===== src/rtl/sxc_params.svh =====
// Register offsets, field positions and reset values of the transfer control.
`ifndef SXC_PARAMS_SVH
`define SXC_PARAMS_SVH
`define SXC_OFS_CTRL 8'h00
`define SXC_OFS_DIV 8'h04
`define SXC_OFS_TX0 8'h10
`define SXC_OFS_TX1 8'h14
`define SXC_OFS_RX0 8'h20
`define SXC_OFS_RX1 8'h24
`define SXC_CTRL_RESET 32'h0000_0000
`define SXC_DIV_RESET 32'h0000_0000
`define SXC_CTRL_MASK 32'h0084_0BFE
`define SXC_GO 0
`define SXC_RXNEG 1
`define SXC_TXNEG 2
`define SXC_LEN_HI 7
`define SXC_LEN_LO 3
`define SXC_NUM_HI 9
`define SXC_NUM_LO 8
`define SXC_CPOL 11
`define SXC_SLAVE 18
`define SXC_VARCLK 23
`define SXC_DIV1_HI 15
`define SXC_DIV1_LO 0
`define SXC_DIV2_HI 31
`define SXC_DIV2_LO 16
`define SXC_NUM_TWO 2'h1
`define SXC_LEN_FULL 6'h20
`define SXC_SLAVE_MIN_RATIO 5
`endif


===== src/rtl/sxc_pkg.sv =====
// Types shared by the transfer control.
package sxc_pkg;
    typedef enum logic [1:0] {
        SXC_IDLE = 2'h1,
        SXC_SHIFT = 2'h2
    } sxc_state_t;
    typedef logic [31:0] sxc_word_t;
endpackage


===== src/rtl/sxc_ctrl.sv =====
// Serial transfer control with clock dividers behind a Wishbone slave.
// Notes on behaviour
// - Word count 00 sends one word, 01 sends two words back to back.
// - Bit length field gives 1 to 31 bits; code zero gives 32 bits.
// - Launch bit set: data out changes on falling clock, else rising.
// - Sample bit set: data in taken on falling clock, else rising.
// - Master: writing go starts a transfer with the current settings.
// - Slave: writing go arms the device for an external master.
// - Writing zero to go during a transfer stops it.
// - Go reads one throughout a transfer and clears itself at the end.
// - Master clock is peripheral clock over twice primary divider plus one.
// - Secondary divider gives alternative rate only with variable clock on.
// - Clock polarity bit sets the idle level of the serial clock.
`include "sxc_params.svh"
module sxc_ctrl (
    input wire logic sys_clk,
    input wire logic reset_n,
    input wire logic wb_cyc_i,
    input wire logic wb_stb_i,
    input wire logic wb_we_i,
    input wire logic [7:0] wb_adr_i,
    input wire logic [3:0] wb_sel_i,
    input wire logic [31:0] wb_dat_i,
    output logic [31:0] wb_dat_o,
    output logic wb_ack_o,
    output logic serial_clock_pin_o,
    output logic serial_clock_pin_oe_n,
    input wire logic serial_clock_pin_i,
    output logic sdo_o,
    output logic sdo_oe_n,
    input wire logic sdi_i,
    input wire logic sel_in_n
);
    // -----------------------------------------------------------------
    // Decoding helpers
    // -----------------------------------------------------------------
    function automatic logic [5:0] word_len(input logic [4:0] code);
        word_len = (code == 5'h00) ? `SXC_LEN_FULL : {1'b0, code};
    endfunction

    function automatic logic [31:0] merge(input logic [31:0] old,
                                          input logic [31:0] val,
                                          input logic [3:0] sel);
        logic [31:0] res;
        res = old;
        for (int i = 0; i < 4; i++) begin
            if (sel[i]) begin
                res[i*8 +: 8] = val[i*8 +: 8];
            end
        end
        merge = res;
    endfunction

    // -----------------------------------------------------------------
    // State
    // -----------------------------------------------------------------
    sxc_pkg::sxc_state_t state_ff, nxt_state;
    logic [31:0] ctrl_ff, nxt_ctrl;
    logic [31:0] div_ff, nxt_div;
    sxc_pkg::sxc_word_t tx_ff [2];
    sxc_pkg::sxc_word_t nxt_tx [2];
    sxc_pkg::sxc_word_t rx_ff [2];
    sxc_pkg::sxc_word_t nxt_rx [2];
    sxc_pkg::sxc_word_t shift_ff, nxt_shift;
    logic [31:0] dat_ff, nxt_dat;
    logic ack_ff, nxt_ack;
    logic [15:0] hc_ff, nxt_hc;
    logic [6:0] edges_ff, nxt_edges;
    logic [5:0] nsamp_ff, nxt_nsamp;
    logic [4:0] bit_ix_ff, nxt_bit_ix;
    logic word_ff, nxt_word;
    logic sclk_ff, nxt_sclk;
    logic sclk_prev_ff, nxt_sclk_prev;
    logic sdo_ff, nxt_sdo;

    logic busy, slave, cpol, acc, ctrl_wr, go_wr, stop_wr, start;
    logic [5:0] len;
    logic [15:0] div_lim;
    logic m_tick, s_edge, edge_any, new_lvl, smp, lch, end_w, last_w;
    sxc_pkg::sxc_word_t shifted;

    assign busy = (state_ff == sxc_pkg::SXC_SHIFT);
    assign slave = ctrl_ff[`SXC_SLAVE];
    assign cpol = ctrl_ff[`SXC_CPOL];
    assign len = word_len(ctrl_ff[`SXC_LEN_HI:`SXC_LEN_LO]);
    assign acc = wb_cyc_i & wb_stb_i & ~ack_ff;
    assign ctrl_wr = acc & wb_we_i & (wb_adr_i == `SXC_OFS_CTRL) & wb_sel_i[0];
    assign go_wr = ctrl_wr & wb_dat_i[`SXC_GO];
    assign stop_wr = ctrl_wr & ~wb_dat_i[`SXC_GO] & busy;
    assign start = go_wr & ~busy;

    // Second word of a burst runs at the secondary rate when enabled.
    assign div_lim = (ctrl_ff[`SXC_VARCLK] & word_ff) ?
                     div_ff[`SXC_DIV2_HI:`SXC_DIV2_LO] :
                     div_ff[`SXC_DIV1_HI:`SXC_DIV1_LO];
    assign m_tick = busy & ~slave & (hc_ff == div_lim);
    assign s_edge = busy & slave & ~sel_in_n &
                    (serial_clock_pin_i != sclk_prev_ff);
    assign edge_any = slave ? s_edge : m_tick;
    assign new_lvl = slave ? serial_clock_pin_i : ~sclk_ff;
    assign smp = edge_any & (~new_lvl == ctrl_ff[`SXC_RXNEG]);
    assign lch = edge_any & (~new_lvl == ctrl_ff[`SXC_TXNEG]);
    assign shifted = {shift_ff[30:0], sdi_i};
    assign end_w = edge_any & (edges_ff == {len, 1'b0} - 7'h01);
    assign last_w = end_w & (word_ff |
                    (ctrl_ff[`SXC_NUM_HI:`SXC_NUM_LO] != `SXC_NUM_TWO));

    // -----------------------------------------------------------------
    // Next state
    // -----------------------------------------------------------------
    always_comb begin
        nxt_state = state_ff;
        nxt_ctrl = ctrl_ff;
        nxt_div = div_ff;
        nxt_tx = tx_ff;
        nxt_rx = rx_ff;
        nxt_shift = shift_ff;
        nxt_dat = dat_ff;
        nxt_ack = acc;
        nxt_hc = hc_ff;
        nxt_edges = edges_ff;
        nxt_nsamp = nsamp_ff;
        nxt_bit_ix = bit_ix_ff;
        nxt_word = word_ff;
        nxt_sclk = sclk_ff;
        nxt_sclk_prev = serial_clock_pin_i;
        nxt_sdo = sdo_ff;
        if (acc & ~wb_we_i) begin
            case (wb_adr_i)
                `SXC_OFS_CTRL: nxt_dat = {ctrl_ff[31:1], busy};
                `SXC_OFS_DIV: nxt_dat = div_ff;
                `SXC_OFS_TX0: nxt_dat = tx_ff[0];
                `SXC_OFS_TX1: nxt_dat = tx_ff[1];
                `SXC_OFS_RX0: nxt_dat = rx_ff[0];
                `SXC_OFS_RX1: nxt_dat = rx_ff[1];
                default: nxt_dat = 32'h0000_0000;
            endcase
        end
        if (acc & wb_we_i) begin
            case (wb_adr_i)
                `SXC_OFS_CTRL: begin
                    nxt_ctrl = merge(ctrl_ff, wb_dat_i, wb_sel_i) &
                               `SXC_CTRL_MASK;
                end
                `SXC_OFS_DIV: nxt_div = merge(div_ff, wb_dat_i, wb_sel_i);
                `SXC_OFS_TX0: nxt_tx[0] = merge(tx_ff[0], wb_dat_i, wb_sel_i);
                `SXC_OFS_TX1: nxt_tx[1] = merge(tx_ff[1], wb_dat_i, wb_sel_i);
                default: nxt_dat = dat_ff;
            endcase
        end
        case (state_ff)
            sxc_pkg::SXC_IDLE: begin
                nxt_sclk = cpol;
                nxt_hc = 16'h0000;
                if (start) begin
                    nxt_state = sxc_pkg::SXC_SHIFT;
                    nxt_edges = 7'h00;
                    nxt_nsamp = 6'h00;
                    nxt_word = 1'b0;
                    nxt_shift = 32'h0000_0000;
                    nxt_bit_ix = 5'(len - 6'h01);
                    nxt_sdo = tx_ff[0][5'(len - 6'h01)];
                end
            end
            sxc_pkg::SXC_SHIFT: begin
                if (~slave) begin
                    nxt_hc = m_tick ? 16'h0000 : hc_ff + 16'h0001;
                    if (m_tick) begin
                        nxt_sclk = ~sclk_ff;
                    end
                end
                if (edge_any) begin
                    nxt_edges = edges_ff + 7'h01;
                end
                if (smp) begin
                    nxt_shift = shifted;
                    nxt_nsamp = nsamp_ff + 6'h01;
                end
                if (lch & (nsamp_ff != 6'h00) & (nsamp_ff < len)) begin
                    nxt_bit_ix = bit_ix_ff - 5'h01;
                    nxt_sdo = tx_ff[word_ff][bit_ix_ff - 5'h01];
                end
                if (end_w) begin
                    nxt_rx[word_ff] = smp ? shifted : shift_ff;
                    nxt_edges = 7'h00;
                    nxt_nsamp = 6'h00;
                    nxt_shift = 32'h0000_0000;
                    nxt_bit_ix = 5'(len - 6'h01);
                    nxt_hc = 16'h0000;
                    if (last_w) begin
                        nxt_state = sxc_pkg::SXC_IDLE;
                    end else begin
                        nxt_word = 1'b1;
                        nxt_sdo = tx_ff[1][5'(len - 6'h01)];
                    end
                end
                if (stop_wr) begin
                    nxt_state = sxc_pkg::SXC_IDLE;
                    nxt_sclk = cpol;
                end
            end
            default: nxt_state = sxc_pkg::SXC_IDLE;
        endcase
    end

    always_ff @(posedge sys_clk or negedge reset_n) begin
        if (!reset_n) begin
            state_ff <= sxc_pkg::SXC_IDLE;
            ctrl_ff <= `SXC_CTRL_RESET;
            div_ff <= `SXC_DIV_RESET;
            tx_ff <= '{default: 32'h0000_0000};
            rx_ff <= '{default: 32'h0000_0000};
            shift_ff <= 32'h0000_0000;
            dat_ff <= 32'h0000_0000;
            ack_ff <= 1'b0;
            hc_ff <= 16'h0000;
            edges_ff <= 7'h00;
            nsamp_ff <= 6'h00;
            bit_ix_ff <= 5'h00;
            word_ff <= 1'b0;
            sclk_ff <= 1'b0;
            sclk_prev_ff <= 1'b0;
            sdo_ff <= 1'b0;
        end else begin
            state_ff <= nxt_state;
            ctrl_ff <= nxt_ctrl;
            div_ff <= nxt_div;
            tx_ff <= nxt_tx;
            rx_ff <= nxt_rx;
            shift_ff <= nxt_shift;
            dat_ff <= nxt_dat;
            ack_ff <= nxt_ack;
            hc_ff <= nxt_hc;
            edges_ff <= nxt_edges;
            nsamp_ff <= nxt_nsamp;
            bit_ix_ff <= nxt_bit_ix;
            word_ff <= nxt_word;
            sclk_ff <= nxt_sclk;
            sclk_prev_ff <= nxt_sclk_prev;
            sdo_ff <= nxt_sdo;
        end
    end

    // -----------------------------------------------------------------
    // Pins and bus outputs
    // -----------------------------------------------------------------
    // The slave drives data out only while its select is active.
    assign wb_dat_o = dat_ff;
    assign wb_ack_o = ack_ff;
    assign serial_clock_pin_o = sclk_ff;
    assign serial_clock_pin_oe_n = slave;
    assign sdo_o = sdo_ff;
    assign sdo_oe_n = slave ? (sel_in_n | ~busy) : 1'b0;
endmodule


===== config.mk =====
export PLATFORM = sky130hd
export DESIGN_NAME = sxc_ctrl
export DESIGN_NICKNAME = d
export VERILOG_FILES = /design/src/rtl/sxc_pkg.sv /design/src/rtl/sxc_ctrl.sv
export VERILOG_INCLUDE_DIRS = /design/src /design/src/rtl
export SDC_FILE = /design/constraint.sdc
export NUM_CORES = 1
export LEC_CHECK = 0
export BUFFER_PORTS_ARGS = -buffer_cell sky130_fd_sc_hd__buf_2
export CAP_MARGIN = 20
export CORE_MARGIN = 10
export CORE_UTILIZATION = 55
export CTS_CLUSTER_DIAMETER = 200
export CTS_CLUSTER_SIZE = 16
export DETAILED_ROUTE_END_ITERATION = 16
export PLACE_DENSITY = 0.76
export SYNTH_ARGS = -nofsm -noshare
export SYNTH_HDL_FRONTEND = slang
export SYNTH_SLANG_ARGS = --single-unit

===== constraint.sdc =====
create_clock -name sys_clk -period 3.2 [get_ports sys_clk]
set_input_delay 0.16 -clock sys_clk [delete_from_list [all_inputs] [get_ports sys_clk]]
set_output_delay 0.16 -clock sys_clk [all_outputs]
set_load 0.005 [all_outputs]

After elaboration in Yosys (flattened, before gate mapping):

Index checks and enable logic that the tools add are counted.

* reduce and logical (&&, ||, !) cells: 30
* bitwise gates (word level): 33
* $lt $le $gt $ge: 5
* muxes and demuxes: 59
* add/sub/neg operators: 6
* equality and inequality tests: 25

Operators with widths (count)
* $mux W32: 10
* $pmux W32 S6: 1
* $bwmux W64: 1
* $mux W16: 4
* $pmux W32 S2: 1
* $reduce_and A3 Y1: 20
* $demux W32 S1: 1
* $pmux W16 S2: 1
* $mux W6: 4
* $and A1 B1 Y1: 22
* $mux W7: 3
* $ne A3 B1 Y1 const B: 6
* $add A16 B1 Y16 const B: 1
* $eq A16 B16 Y1: 1
* $eq A8 B5 Y1 const B: 2
* $eq A8 B6 Y1 const B: 2
* $mux W1: 16
* $bmux W1 S5: 3
* $mux W5: 3
* $pmux W7 S2: 1
* $lt A5 B6 Y1 const B: 2
* $pmux W6 S2: 1
* $pmux W5 S2: 1
* $sub A5 B1 Y5 const B: 2
* other kinds (29): 49

* register bits: 277
* bits of input ports: 52
* word-level logic and storage cells: 187

Longest topological paths before layout:

Gate-level depths: netlist (run 1).

* depth in word-level cells: 12
* gate-level depth with buffers: 14

Least setup slack after synthesis (run 1):

OpenSTA, ideal clock, no wires.

* path kind: flip-flop to flip-flop
* start: register ctrl_ff[3]
* end: register sdo_ff (netlist: sdo_o)
* setup slack: -220 ps
* required time: 3076 ps
* setup time: 124 ps
* arrival: 3295 ps
* path buffers: 4
* stages on the path, launching flop included: 14
* cells stage by stage: dfrtp_1 -> buf_6 -> buf_2 -> inv_1 -> ha_1 -> buf_4 -> clkbuf_1 -> mux4_2 -> mux4_1 -> mux2_2 -> mux2_2 -> a22o_1 -> a21oi_1 -> a21oi_1

* word-level cells in the longest chain between the ends: 9

Ends and longest elaborated chain
* start, declared: RTL line sxc_ctrl.sv:58 `logic [31:0] ctrl_ff, nxt_ctrl;`
* start signal, assigned: RTL line sxc_ctrl.sv:209 `` ctrl_ff <= `SXC_CTRL_RESET; ``
* start signal, assigned: RTL line sxc_ctrl.sv:226 `ctrl_ff <= nxt_ctrl;`
* $logic_not A5 Y1: RTL line sxc_ctrl.sv:38 `` word_len = (code == 5'h00) ? `SXC_LEN_FULL : {1'b0, code}; ``
* $mux W6 *: RTL line sxc_ctrl.sv:38
* branches (longest 6 deep; another with $sub A5 B1 Y5)
* $pmux W1 S2 *: RTL line sxc_ctrl.sv:151 `case (state_ff)`
* end signal, assigned: RTL line sxc_ctrl.sv:240 `sdo_ff <= nxt_sdo;`
* end, declared: RTL line sxc_ctrl.sv:74 `logic sdo_ff, nxt_sdo;`

Mark *: on every way between the ends. The select of a mux whose other input is x is not followed.
A chain may end at the register's enable or synchronous reset.

Worst setup path in the final report (run 1):

Same ends and word-level chain as after synthesis.

==> key figures, run 1 <==
Flow run
  • Max-capacitance violation count: 0

Detailed routing
  • Avg WL per Cell: 24.54 µm
  • Vias: 11,040
  • ANT nets after route: 0
  • Vias per std cell: 6.521
  • DRT Wirelength: 41,550 µm
  • Initial DRC Count: 1,338
  • DRT Pass-1 Iters: 6
  • DR DRC count: 0

Final layout
  • Fillers: 2,023
  • Layout cell share with drive strength beyond 1: 0.2392
  • Inserted Diodes: 0
  • Finished Layout Cells: 1,693
  • Fin nets: 1,421
  • Final core utilization: 0.6363
  • Area grow syn2layout: 13.88%

GRT
  • Grt ovf: 0
  • Largest net degree at the start of global routing: 99
  • Initial antenna violation count: 0
  • First-pass GRT wire length: 64,900 µm
  • Gr usage total: 0.2489
  • Vias in the first global route: 10,901

Run status
  • Status: complete, no violations

Place
  • Cell Count Post-Placement: 1,628
  • GPL Wtd Cong: 0.9763
  • HPWL Detailed: 29,870 µm
  • DP Worst Slack: 0.1452 ns
  • Port-buffer cells: 88

Logic synthesis
  • Post-Syn Nets: 1,303
  • Yosys top cell area share: 0.4922
  • Syn. warnings: 0
  • Synth Cell Area: 0.01403 mm²
  • Mean Syn Cell Area: 11.33 µm²
  • Post-synth cell types: 72
  • Largest area contributor in the netlist: dfrtp_1
  • FFs w/ async S/R, synth: 1.000
  • Flops & latches, synth: 277
  • Synth top area cells: dfrtp_1 (49%), mux2_2 (8.7%), mux4_2 (4.3%)
  • Seq/Total Area, Yosys: 0.4941
  • Main synth FF type: dfrtp_1
  • Post-synth EDFFs: 0
  • Mapped Cells: 1,238

Pwr
  • PnR Total Power: 6.490 mW
  • Leak pwr: 7.383 nW
  • Worst vdd ir: 0.4493 mV
  • Pwr/cell area: 406.2 mW/mm²

CTS
  • Clock Sinks: 277
  • Maximum buffer depth of the clock tree: 3
  • H-tree levels: 1
  • CTS tree: done
  • Setup Buffers After CTS: 0
  • Clk pin slew, worst setup/hold paths: 0.08 ns
  • Cell at the root of the clock tree: clkbuf_16
  • Number of buffers created by CTS: 21
  • Clock Latency Late Sink: 0.54 ns

Floorplan
  • Row count: 58
  • Die area: 0.03230 mm²
  • Starting Density: 0.5588
  • Core area: 0.02511 mm²
  • Die width: 179.7 µm
  • I/O pin cnt: 89
  • Die Ht: 179.7 µm

Setup path
  • Startpoint types: register
  • Worst path required time: 3.63 ns
  • Crit Path Max Fanout: 13
  • Critical Path Sink Type: register
  • Worst path arrival time: 3.48 ns
  • Critical path type: reg2reg

Timing
  • Count of final hold-check violations: 0
  • RSZ-0062 raised after global routing: false
  • Final min period: 3.049 ns
  • Least-Margin Pin Slew: 0.9369 ns
  • Final setup vio count: 0
  • Final slew viol count: 0
  • Slew HR: 0.3754
  • Fmax: 328.0 MHz
  • Setup Skew: 0.02750 ns
  • Final setup margin: 0.1511 ns
  • Fin Setup TNS: 0 ns
  • Fin crit share: 0.9528

Hold path
  • Hold WC Path Type: in2reg
what timing repair did:
action | CTS | global route
gates resized for setup | 0 | 1
endpoints found under the setup margin | 0 | 2
hold buffers | 35 | 0
endpoints found under the hold margin | 205 | 0
stage by stage:
stage                     hold WS, ns  area (µm²)
final                          0.1754       15980
after global routing           0.1881       15980
after CTS                      0.1667       15980
after detailed placement       0.2655       15050
after global placement         0.2600       15050
after floorplan               -0.1356       14070
logic make-up (layout without fill, tap and decap cells):
group / Yosys count / count (layout) / share of synthesized area
mux: 184 / 184 / 0.1708
flops: 277 / 277 / 0.4941
simple gates: 276 / 276 / 0.09363
buf+inv: 107 / 232 / 0.03175
compound gates: 336 / 336 / 0.1670
fa+ha+maj: 13 / 13 / 0.01159
xor+xnor: 45 / 45 / 0.03112
worst paths after layout:
path                              startpoint            to  depth (start not counted)  slack (ns)
worst max-delay path              ctrl_ff[3]         sdo_o                          9        0.15
min in group asynchronous            reset_n   nsamp_ff[4]                          2        0.23
worst min register to register  wb_dat_o[21]  wb_dat_o[21]                          1        0.47
max in group asynchronous            reset_n  wb_dat_o[31]                          3        1.98
worst min-delay path                wb_cyc_i      wb_ack_o                          3        0.18
worst max register to register    ctrl_ff[3]         sdo_o                          9        0.15
worst max-delay path, cell delays in order (launching register included):
cell and delay (ns):
dfrtp_1 0.46, inv_2 0.09, ha_4 0.42, mux4_2 0.54
mux4_1 0.52, mux2_2 0.28, mux2_2 0.26, a22o_1 0.19
a21oi_1 0.11, a21oi_1 0.08
power breakdown:
part	switching [mW]	internal [mW]	total [mW]
Clock	1.25	1.21	2.46
Sequential	0.0517	3.55	3.60
Combinational	0.262	0.174	0.437
Total	1.56	4.93	6.49
registers in the layout (all words and copies together) (netlist names):
register and count:
nsamp_ff 6, serial_clock_pin_o 1, tx_ff 64, div_ff 32, rx_ff 64, shift_ff 32
state_ff 2, hc_ff 16, bit_ix_ff 5, sdo_o 1, sclk_prev_ff 1, ctrl_ff 12
wb_dat_o 32, edges_ff 7, wb_ack_o 1, word_ff 1
synth_stat cells (7+ instances only):
cell type  instances
buf_2             11
o21ai_1            9
mux4_2            27
a22oi_1           33
dfrtp_1          276
nand3_1           14
xor2_1            25
a21oi_1           71
a21o_1            21
ha_1              13
inv_1             30
a221oi_1          15
nand2b_1           7
a22o_1            40
a222oi_1          19
a31oi_1           17
nor3_1            16
o21ai_0           65
nand4_1            8
mux2i_1           44
xnor2_1           16
clkbuf_1          57
and3_1            15
nand2_1          103
mux2_2           108
nor4_1             7
and2_1             8
nor2_1            74
per-layer routing:
metal	share of wire	wire, µm	vias up	GRT usage
met5	0	0	-	0
met2	0.45	18750	512	0.3799
met4	0.031	1295	0	0.07311
li1	-	-	4856	-
met3	0.082	3405	71	0.03414
met1	0.44	18090	5601	0.3625
final cells by class:
| class | instances | area (µm²) | share of cell area |
|---|---|---|---|
| sequential | 277 | 6933 | 0.4339 |
| multi-input combinational | 854 | 6699 | 0.4193 |
| timing repair buffer | 172 | 1244 | 0.07784 |
| clock buffer | 28 | 551.8 | 0.03453 |
| tap | 330 | 412.9 | 0.02584 |
| inverter | 30 | 112.6 | 0.007048 |
| clock inverter | 2 | 25.02 | 0.001566 |
cells in the final DEF (no fill, tap or decap), drive strengths merged, types with 3 or more instances in the layout:
cell	n
nand2b	8
a222oi	19
nor4	9
mux2	108
o21ai	75
mux4	32
o22ai	3
and3	15
nand3	14
a21o	21
ha	13
mux2i	44
nor2b	4
xor2	26
nor3b	3
nor2	75
dfrtp	276
o221ai	5
clkbuf	28
a221o	3
a21oi	71
a22oi	33
inv	31
and2	9
nand4	8
nor3	17
dlygate4sd3	35
nand2	103
o211ai	5
o21a	4
a41oi	3
buf	137
xnor2	17
a22o	40
a31oi	17
a2111oi	4
or2	5
o2111ai	6
a221oi	15
Note: power is estimated with default switching activity, not from simulation.
==> run 2, diff against run 1 <==
--- a/config.mk
+++ b/config.mk
@@ -8,12 +8,14 @@
 export LEC_CHECK = 0
 export BUFFER_PORTS_ARGS = -buffer_cell sky130_fd_sc_hd__buf_2
 export CAP_MARGIN = 20
+export CELL_PAD_IN_SITES_DETAIL_PLACEMENT = 1
+export CELL_PAD_IN_SITES_GLOBAL_PLACEMENT = 1
 export CORE_MARGIN = 10
-export CORE_UTILIZATION = 55
+export CORE_UTILIZATION = 45
 export CTS_CLUSTER_DIAMETER = 200
 export CTS_CLUSTER_SIZE = 16
 export DETAILED_ROUTE_END_ITERATION = 16
-export PLACE_DENSITY = 0.76
+export PLACE_DENSITY_LB_ADDON = 0.1
 export SYNTH_ARGS = -nofsm -noshare
 export SYNTH_HDL_FRONTEND = slang
 export SYNTH_SLANG_ARGS = --single-unit
==> key figures, run 2 (synthesized netlist as in run 1, its figures left out) <==
CTS
  • H-tree levels: 1 (unchanged)
  • Number of buffers created by CTS: 21 (unchanged)
  • Maximum buffer depth of the clock tree: 3 (unchanged)
  • Clk pin slew, worst setup/hold paths: 0.08 ns (about the same)
  • Clock Sinks: 277 (unchanged)
  • CTS tree: done
  • Clock Latency Late Sink: 0.54 ns (about the same)
  • Cell at the root of the clock tree: clkbuf_16

Timing
  • Setup Skew: 0.01653 ns (-0.01097 ns)
  • Fmax: 328.7 MHz (+0.23%)
  • Least-Margin Pin Slew: 1.042 ns (+0.1053 ns)
  • RSZ-0062 raised after global routing: false
  • Final min period: 3.042 ns (-0.007007 ns)
  • Final setup vio count: 0 (unchanged)
  • Fin crit share: 0.9506 (-0.002190)
  • Slew HR: 0.3002 (-0.07521)
  • Fin Setup TNS: 0 ns (unchanged)
  • Final slew viol count: 0 (unchanged)
  • Count of final hold-check violations: 0 (unchanged)

Final layout
  • Fin area: 0.01614 mm² (+1.0%)
  • Layout cell share with drive strength beyond 1: 0.2434 (+0.004262)
  • Final core utilization: 0.5263 (-0.1101)
  • Fin nets: 1,430 (+0.63%)
  • Commonest cells after routing, fill and taps aside: dfrtp_1 (276), mux2_2 (108), nand2_1 (103), buf_2 (87), nor2_1 (71)
  • Area grow syn2layout: 15.03%
  • Commonest non-fill, non-tap cell in the layout: dfrtp_1
  • Largest regs: rx_ff (64), tx_ff (64)
  • Fillers: 3,258 (+61%)

Floorplan
  • I/O pin cnt: 89 (unchanged)
  • Row count: 64 (+10%)
  • Die width: 196.6 µm (+9.4%)
  • Starting Density: 0.4575 (-0.1013)
  • Die Ht: 196.6 µm (+9.4%)
  • Core area: 0.03067 mm² (+22%)
  • Die area: 0.03864 mm² (+20%)

GRT
  • Initial antenna violation count: 1 (+1)
  • Largest net degree at the start of global routing: 88 (-11%)
  • Vias in the first global route: 11,543 (+5.9%)
  • Gr usage total: 0.2384 (-0.01050)
  • First-pass GRT wire length: 72,380 µm (+12%)
  • Grt ovf: 0 (unchanged)

Setup path
  • R2r startpoint: ctrl_ff[3]
  • Crit-path cells: inv_2, ha_4, mux4_2, mux4_1, mux2_2, mux2_2, a22o_1, a21oi_1, a21oi_1
  • Critical Path Sink Type: register
  • CP Buf/Inv Count: 1 (unchanged)
  • Worst path arrival time: 3.47 ns (about the same)
  • Reg-to-reg endpoint: sdo_o
  • Crit Path Max Fanout: 12 (-1)
  • Startpoint types: register
  • Critical path type: reg2reg
  • R2R Setup Slk: 0.16 ns (about the same)
  • Critical-path top delay cell: mux4_1
  • Max incr delay on CP: 0.53 ns (about the same)
  • Worst path required time: 3.63 ns (about the same)
  • Reg2Reg Depth: 9 (unchanged)
  • CP delay by family, top: multiplexers

Place
  • GPL Wtd Cong: 0.9258 (-5.2%)
  • Port-buffer cells: 88 (unchanged)
  • HPWL Detailed: 34,070 µm (+14%)
  • Placed Instance Area: 0.01520 mm² (+0.98%)

Pwr
  • Worst vdd ir: 0.3764 mV (-16%)
  • Leak pwr: 7.441 nW (+0.77%)
  • PnR Total Power: 6.544 mW (+0.83%)
  • Pwr/cell area: 405.4 mW/mm² (-0.18%)

Detailed routing
  • Initial DRC Count: 1,056 (-21%)
  • ANT nets after route: 0 (unchanged)
  • DRT Wirelength: 46,850 µm (+13%)
  • DR DRC count: 0 (unchanged)
  • Vias per std cell: 6.244 (-4.3%)
  • DRT Pass-1 Iters: 9 (+3)
  • Avg WL per Cell: 26.49 µm (+7.9%)
  • Vias: 11,045 (+0.045%)

Flow run
  • Max-capacitance violation count: 0 (unchanged)

Run status
  • Status: complete, no violations

Hold path
  • Hold WC Path Type: in2reg
  • Hold EP: wb_ack_o
  • Min-delay src: wb_cyc_i
  • Hold path depth: 3 (unchanged)
## run 2: changes by cell type in the layout (fill, tap and decap cells not counted)
| cell | change |
|---|---|
| and2_0 | -1 |
| and2_1 | +1 |
| buf_12 | +1 |
| buf_4 | +8 |
| diode_2 | +1 |
| nor2_1 | +1 |
| nor2_2 | -1 |
## run 2: area by class of cell
| type | instances | area [µm²] | area share |
|---|---|---|---|
| antenna | 1 | 2.502 | 0.0001550 |
| clock buffer | 28 | 551.8 | 0.03419 |
| clock inverter | 2 | 25.02 | 0.001550 |
| inverter | 30 | 112.6 | 0.006977 |
| multi-input combinational | 854 | 6696 | 0.4149 |
| sequential | 277 | 6933 | 0.4295 |
| tap | 396 | 495.5 | 0.03070 |
| timing repair buffer | 181 | 1324 | 0.08202 |
## run 2: what timing repair did
action	4_1_cts	5_1_grt
gates resized for setup	0	1
setup endpoints to repair	0	2
hold buffers	35	0
endpoints found under the hold margin	193	0
setup buffers	0	2
## run 2: tightest hold or removal path: cells and delay by family
kind | cells | cell delay [ns]
AND/OR/NAND/NOR | 1 | 0.23
buffers and inverters | 2 | 0.29
## run 2: worst max-delay path by stage
| stage | start | to | cells past startpoint |
|---|---|---|---|
| 5_1_grt | ctrl_ff[4] | sdo_o | 10 |
| 6_report | ctrl_ff[3] | sdo_o | 9 |
| 2_1_floorplan | bit_ix_ff[0] | sdo_o | 11 |
| 3_5_place_dp | ctrl_ff[3] | bit_ix_ff[0] | 10 |
| 4_1_cts | ctrl_ff[3] | bit_ix_ff[0] | 10 |
| 3_3_place_gp | ctrl_ff[3] | sdo_o | 9 |
## run 2: where the power goes
part / switching, mW / total, mW / internal [mW]
combinational: 0.271 / 0.447 / 0.176
clock: 1.29 / 2.50 / 1.21
sequential: 0.0530 / 3.60 / 3.55
## run 2: metrics by stage
stage	instances	hold WS (ns)	setup WS, ns
after floorplan	1238	-0.1356	0.01662
after global placement	1701	0.2344	0.1852
final	1769	0.1983	0.1582
after global routing	1768	0.1935	0.009841
after CTS	1766	0.1914	0.1067
after detailed placement	1701	0.2351	0.1213
## run 2: metal layers
metal,vias to the layer above,global-route usage,share of wire
met1,5704,0.3398,0.45
met2,400,0.3663,0.45
li1,4877,-,-
met4,0,0.05557,0.025
met3,64,0.04871,0.075
met5,-,0,0
==> run 3, diff against run 2 <==
--- a/config.mk
+++ b/config.mk
@@ -10,7 +10,6 @@
 export CAP_MARGIN = 20
 export CELL_PAD_IN_SITES_DETAIL_PLACEMENT = 1
 export CELL_PAD_IN_SITES_GLOBAL_PLACEMENT = 1
-export CORE_MARGIN = 10
 export CORE_UTILIZATION = 45
 export CTS_CLUSTER_DIAMETER = 200
 export CTS_CLUSTER_SIZE = 16
==> constraint.sdc (replaced) <==
create_clock -name sys_clk -period 2.64 [get_ports sys_clk]
set_input_delay 0.132 -clock sys_clk [delete_from_list [all_inputs] [get_ports sys_clk]]
set_output_delay 0.132 -clock sys_clk [all_outputs]
set_load 0.005 [all_outputs]
==> key figures, run 3 (synthesized netlist as in run 1, its figures left out) <==
Hold path
  • Hold path depth: 3 (unchanged)
  • Hold EP: wb_ack_o
  • Hold WC Path Type: in2reg
  • Min-delay src: wb_cyc_i

Timing
  • Min Hold Slack: 0.1622 ns (-0.03617 ns)
  • Setup Skew: 0.02302 ns (+0.006482 ns)
  • Least-Margin Pin Slew: 0.7554 ns (-0.2868 ns)
  • RSZ-0062 raised after global routing: true
  • Count of final hold-check violations: 0 (unchanged)
  • Fin crit share: 1.080 (+0.1299)
  • Final setup vio count: 96 (+96)
  • Final min period: 2.852 ns (-0.1894 ns)
  • Final slew viol count: 0 (unchanged)
  • Slew HR: 0.4964 (+0.1962)
  • Fmax: 350.6 MHz (+6.6%)
  • Final setup margin: -0.2125 ns (-0.3706 ns)

Place
  • GPL Wtd Cong: 0.9379 (+1.3%)
  • HPWL Detailed: 35,930 µm (+5.5%)
  • Port-buffer cells: 88 (unchanged)
  • Placed Instance Area: 0.01600 mm² (+5.3%)

Setup path
  • Reg2Reg Depth: 10 (+1)
  • Startpoint types: register
  • Worst path arrival time: 3.29 ns (-0.18 ns)
  • Reg-to-reg endpoint: sdo_o
  • R2R Setup Slk: -0.21 ns (-0.37 ns)
  • R2r startpoint: ctrl_ff[3]
  • Crit Path Max Fanout: 8 (-4)
  • Critical path type: reg2reg
  • Worst path required time: 3.07 ns (-0.56 ns)
  • Critical Path Sink Type: register

GRT
  • Grt ovf: 0 (unchanged)
  • Gr usage total: 0.3285 (+0.09001)
  • Largest net degree at the start of global routing: 85 (-3.4%)
  • First-pass GRT wire length: 77,340 µm (+6.9%)
  • Initial antenna violation count: 0 (-1)
  • Vias in the first global route: 12,088 (+4.7%)

Final layout
  • Commonest non-fill, non-tap cell in the layout: dfrtp_1
  • Fin nets: 1,558 (+9.0%)
  • Layout cell share with drive strength beyond 1: 0.3353 (+0.09189)
  • Fillers: 3,232 (-0.80%)
  • Commonest cells after routing, fill and taps aside: dfrtp_1 (274), buf_4 (143), mux2_2 (106), nand2_1 (101), buf_2 (87)
  • Fin area: 0.01777 mm² (+10%)
  • Largest regs: rx_ff (64), tx_ff (64)
  • Area grow syn2layout: 26.63%
  • Inserted Diodes: 0 (-1)

Pwr
  • Pwr/cell area: 453.5 mW/mm² (+12%)
  • Clk pwr share: 0.382 (about the same)
  • Switching pwr: 2.036 mW (+26%)
  • Int Power: 6.022 mW (+22%)
  • PnR Total Power: 8.058 mW (+23%)
  • Seq pwr share: 0.541 (-0.009)
  • Combinational power share: 0.077 (+0.009)
  • Switching share of power: 0.2526 (+0.006198)
  • Worst vdd ir: 0.5287 mV (+40%)
  • Leak pwr: 8.284 nW (+11%)

Floorplan
  • Die width: 178.6 µm (-9.2%)
  • Die Ht: 178.6 µm (-9.2%)
  • Core area: 0.03067 mm² (unchanged)
  • Die area: 0.03189 mm² (-17%)
  • Row count: 64 (unchanged)
  • I/O pin cnt: 89 (unchanged)
  • Starting Density: 0.4575 (unchanged)

CTS
  • Cell at the root of the clock tree: clkbuf_16
  • Maximum buffer depth of the clock tree: 3 (unchanged)
  • Number of buffers created by CTS: 21 (unchanged)
  • Clock Sinks: 277 (unchanged)
  • CTS tree: done
  • Clock Latency Late Sink: 0.54 ns (about the same)
  • Clk pin slew, worst setup/hold paths: 0.08 ns (about the same)
  • H-tree levels: 1 (unchanged)

Flow run
  • Max-capacitance violation count: 0 (unchanged)

Detailed routing
  • Initial DRC Count: 1,209 (+14%)
  • Vias: 11,988 (+8.5%)
  • Vias per std cell: 6.323 (+1.3%)
  • ANT nets after route: 0 (unchanged)
  • DRT Pass-1 Iters: 8 (-1)
  • DRT Wirelength: 53,620 µm (+14%)
  • Avg WL per Cell: 28.28 µm (+6.8%)
  • DR DRC count: 0 (unchanged)

Run status
  • Status: complete, but fails checks
  • Failing checks: negative setup slack
## run 3: cell types whose count changed in the layout (fill, tap and decap cells not counted), sizes merged
| cell | delta |
|---|---|
| clkbuf | +6 |
| buf | +122 |
| diode | -1 |
## run 3: worst max-delay path by stage
| stage | start | end | slack (ns) | depth (start not counted) |
|---|---|---|---|---|
| floorplan | ctrl_ff[3] | hc_ff[14] | -0.47 | 14 |
| global placement | ctrl_ff[3] | sdo_o | -0.21 | 9 |
| detailed placement | ctrl_ff[3] | shift_ff[21] | -0.28 | 12 |
| CTS | ctrl_ff[3] | sdo_o | -0.20 | 9 |
| global route | ctrl_ff[3] | rx_ff[0] | -0.30 | 14 |
| finish | ctrl_ff[3] | sdo_o | -0.21 | 10 |
## run 3: power groups by stage
stage / Combinational [mW] / Sequential (mW) / Clock, mW
CTS: 0.613 / 4.36 / 3.10
global route: 0.670 / 4.36 / 3.26
global placement: 0.553 / 4.44 / 0
floorplan: 0.210 / 4.42 / 0
finish: 0.622 / 4.36 / 3.07
detailed placement: 0.562 / 4.44 / 0
## run 3: cell type report
class | count | area (µm²) | share of cell area
multi-input cells | 854 | 6950 | 0.3912
well taps | 396 | 495.5 | 0.02789
flip-flops and latches | 277 | 6935 | 0.3904
repair buffers | 309 | 2691 | 0.1515
clock buffers | 28 | 551.8 | 0.03106
inverters | 30 | 117.6 | 0.006620
clock inverters | 2 | 25.02 | 0.001408
## run 3: what timing repair did
item / 4_1_cts / 5_1_grt
setup endpoints to repair: 129 / 132
resized for setup: 37 / 72
pin swaps: 9 / 11
endpoints found under the hold margin: 187 / 0
hold buffers: 35 / 0
setup buffers: 14 / 11
gates cloned: 6 / 9
## run 3: worst max-delay path, cell delays in order, from the launching register on
cell and delay, ns:
dfrtp_2 0.42, inv_6 0.04, ha_4 0.33, buf_4 0.13
mux4_2 0.50, mux4_2 0.46, mux2i_1 0.16, nand2_1 0.06
or4_1 0.43, a21oi_2 0.15, a21oi_1 0.05
## run 3: per-stage QoR
stage | cells | setup TNS [ns] | util | setup slack, ns
2_1_floorplan | 1238 | -18.46 | - | -0.4665
3_3_place_gp | 1793 | -12.04 | 0.5216 | -0.2084
3_5_place_dp | 1793 | -23.57 | 0.5216 | -0.2766
4_1_cts | 1878 | -7.610 | 0.5664 | -0.1961
5_1_grt | 1896 | -18.91 | 0.5793 | -0.2966
6_report | 1896 | -8.216 | 0.5793 | -0.2125
## run 3: routing by layer
metal	wire, µm	up-vias	global-route usage
met1	23680	6317	0.4736
met5	0	-	0
met2	25530	441	0.5215
li1	-	5134	-
met4	1509	0	0.08898
met3	2892	96	0.03986
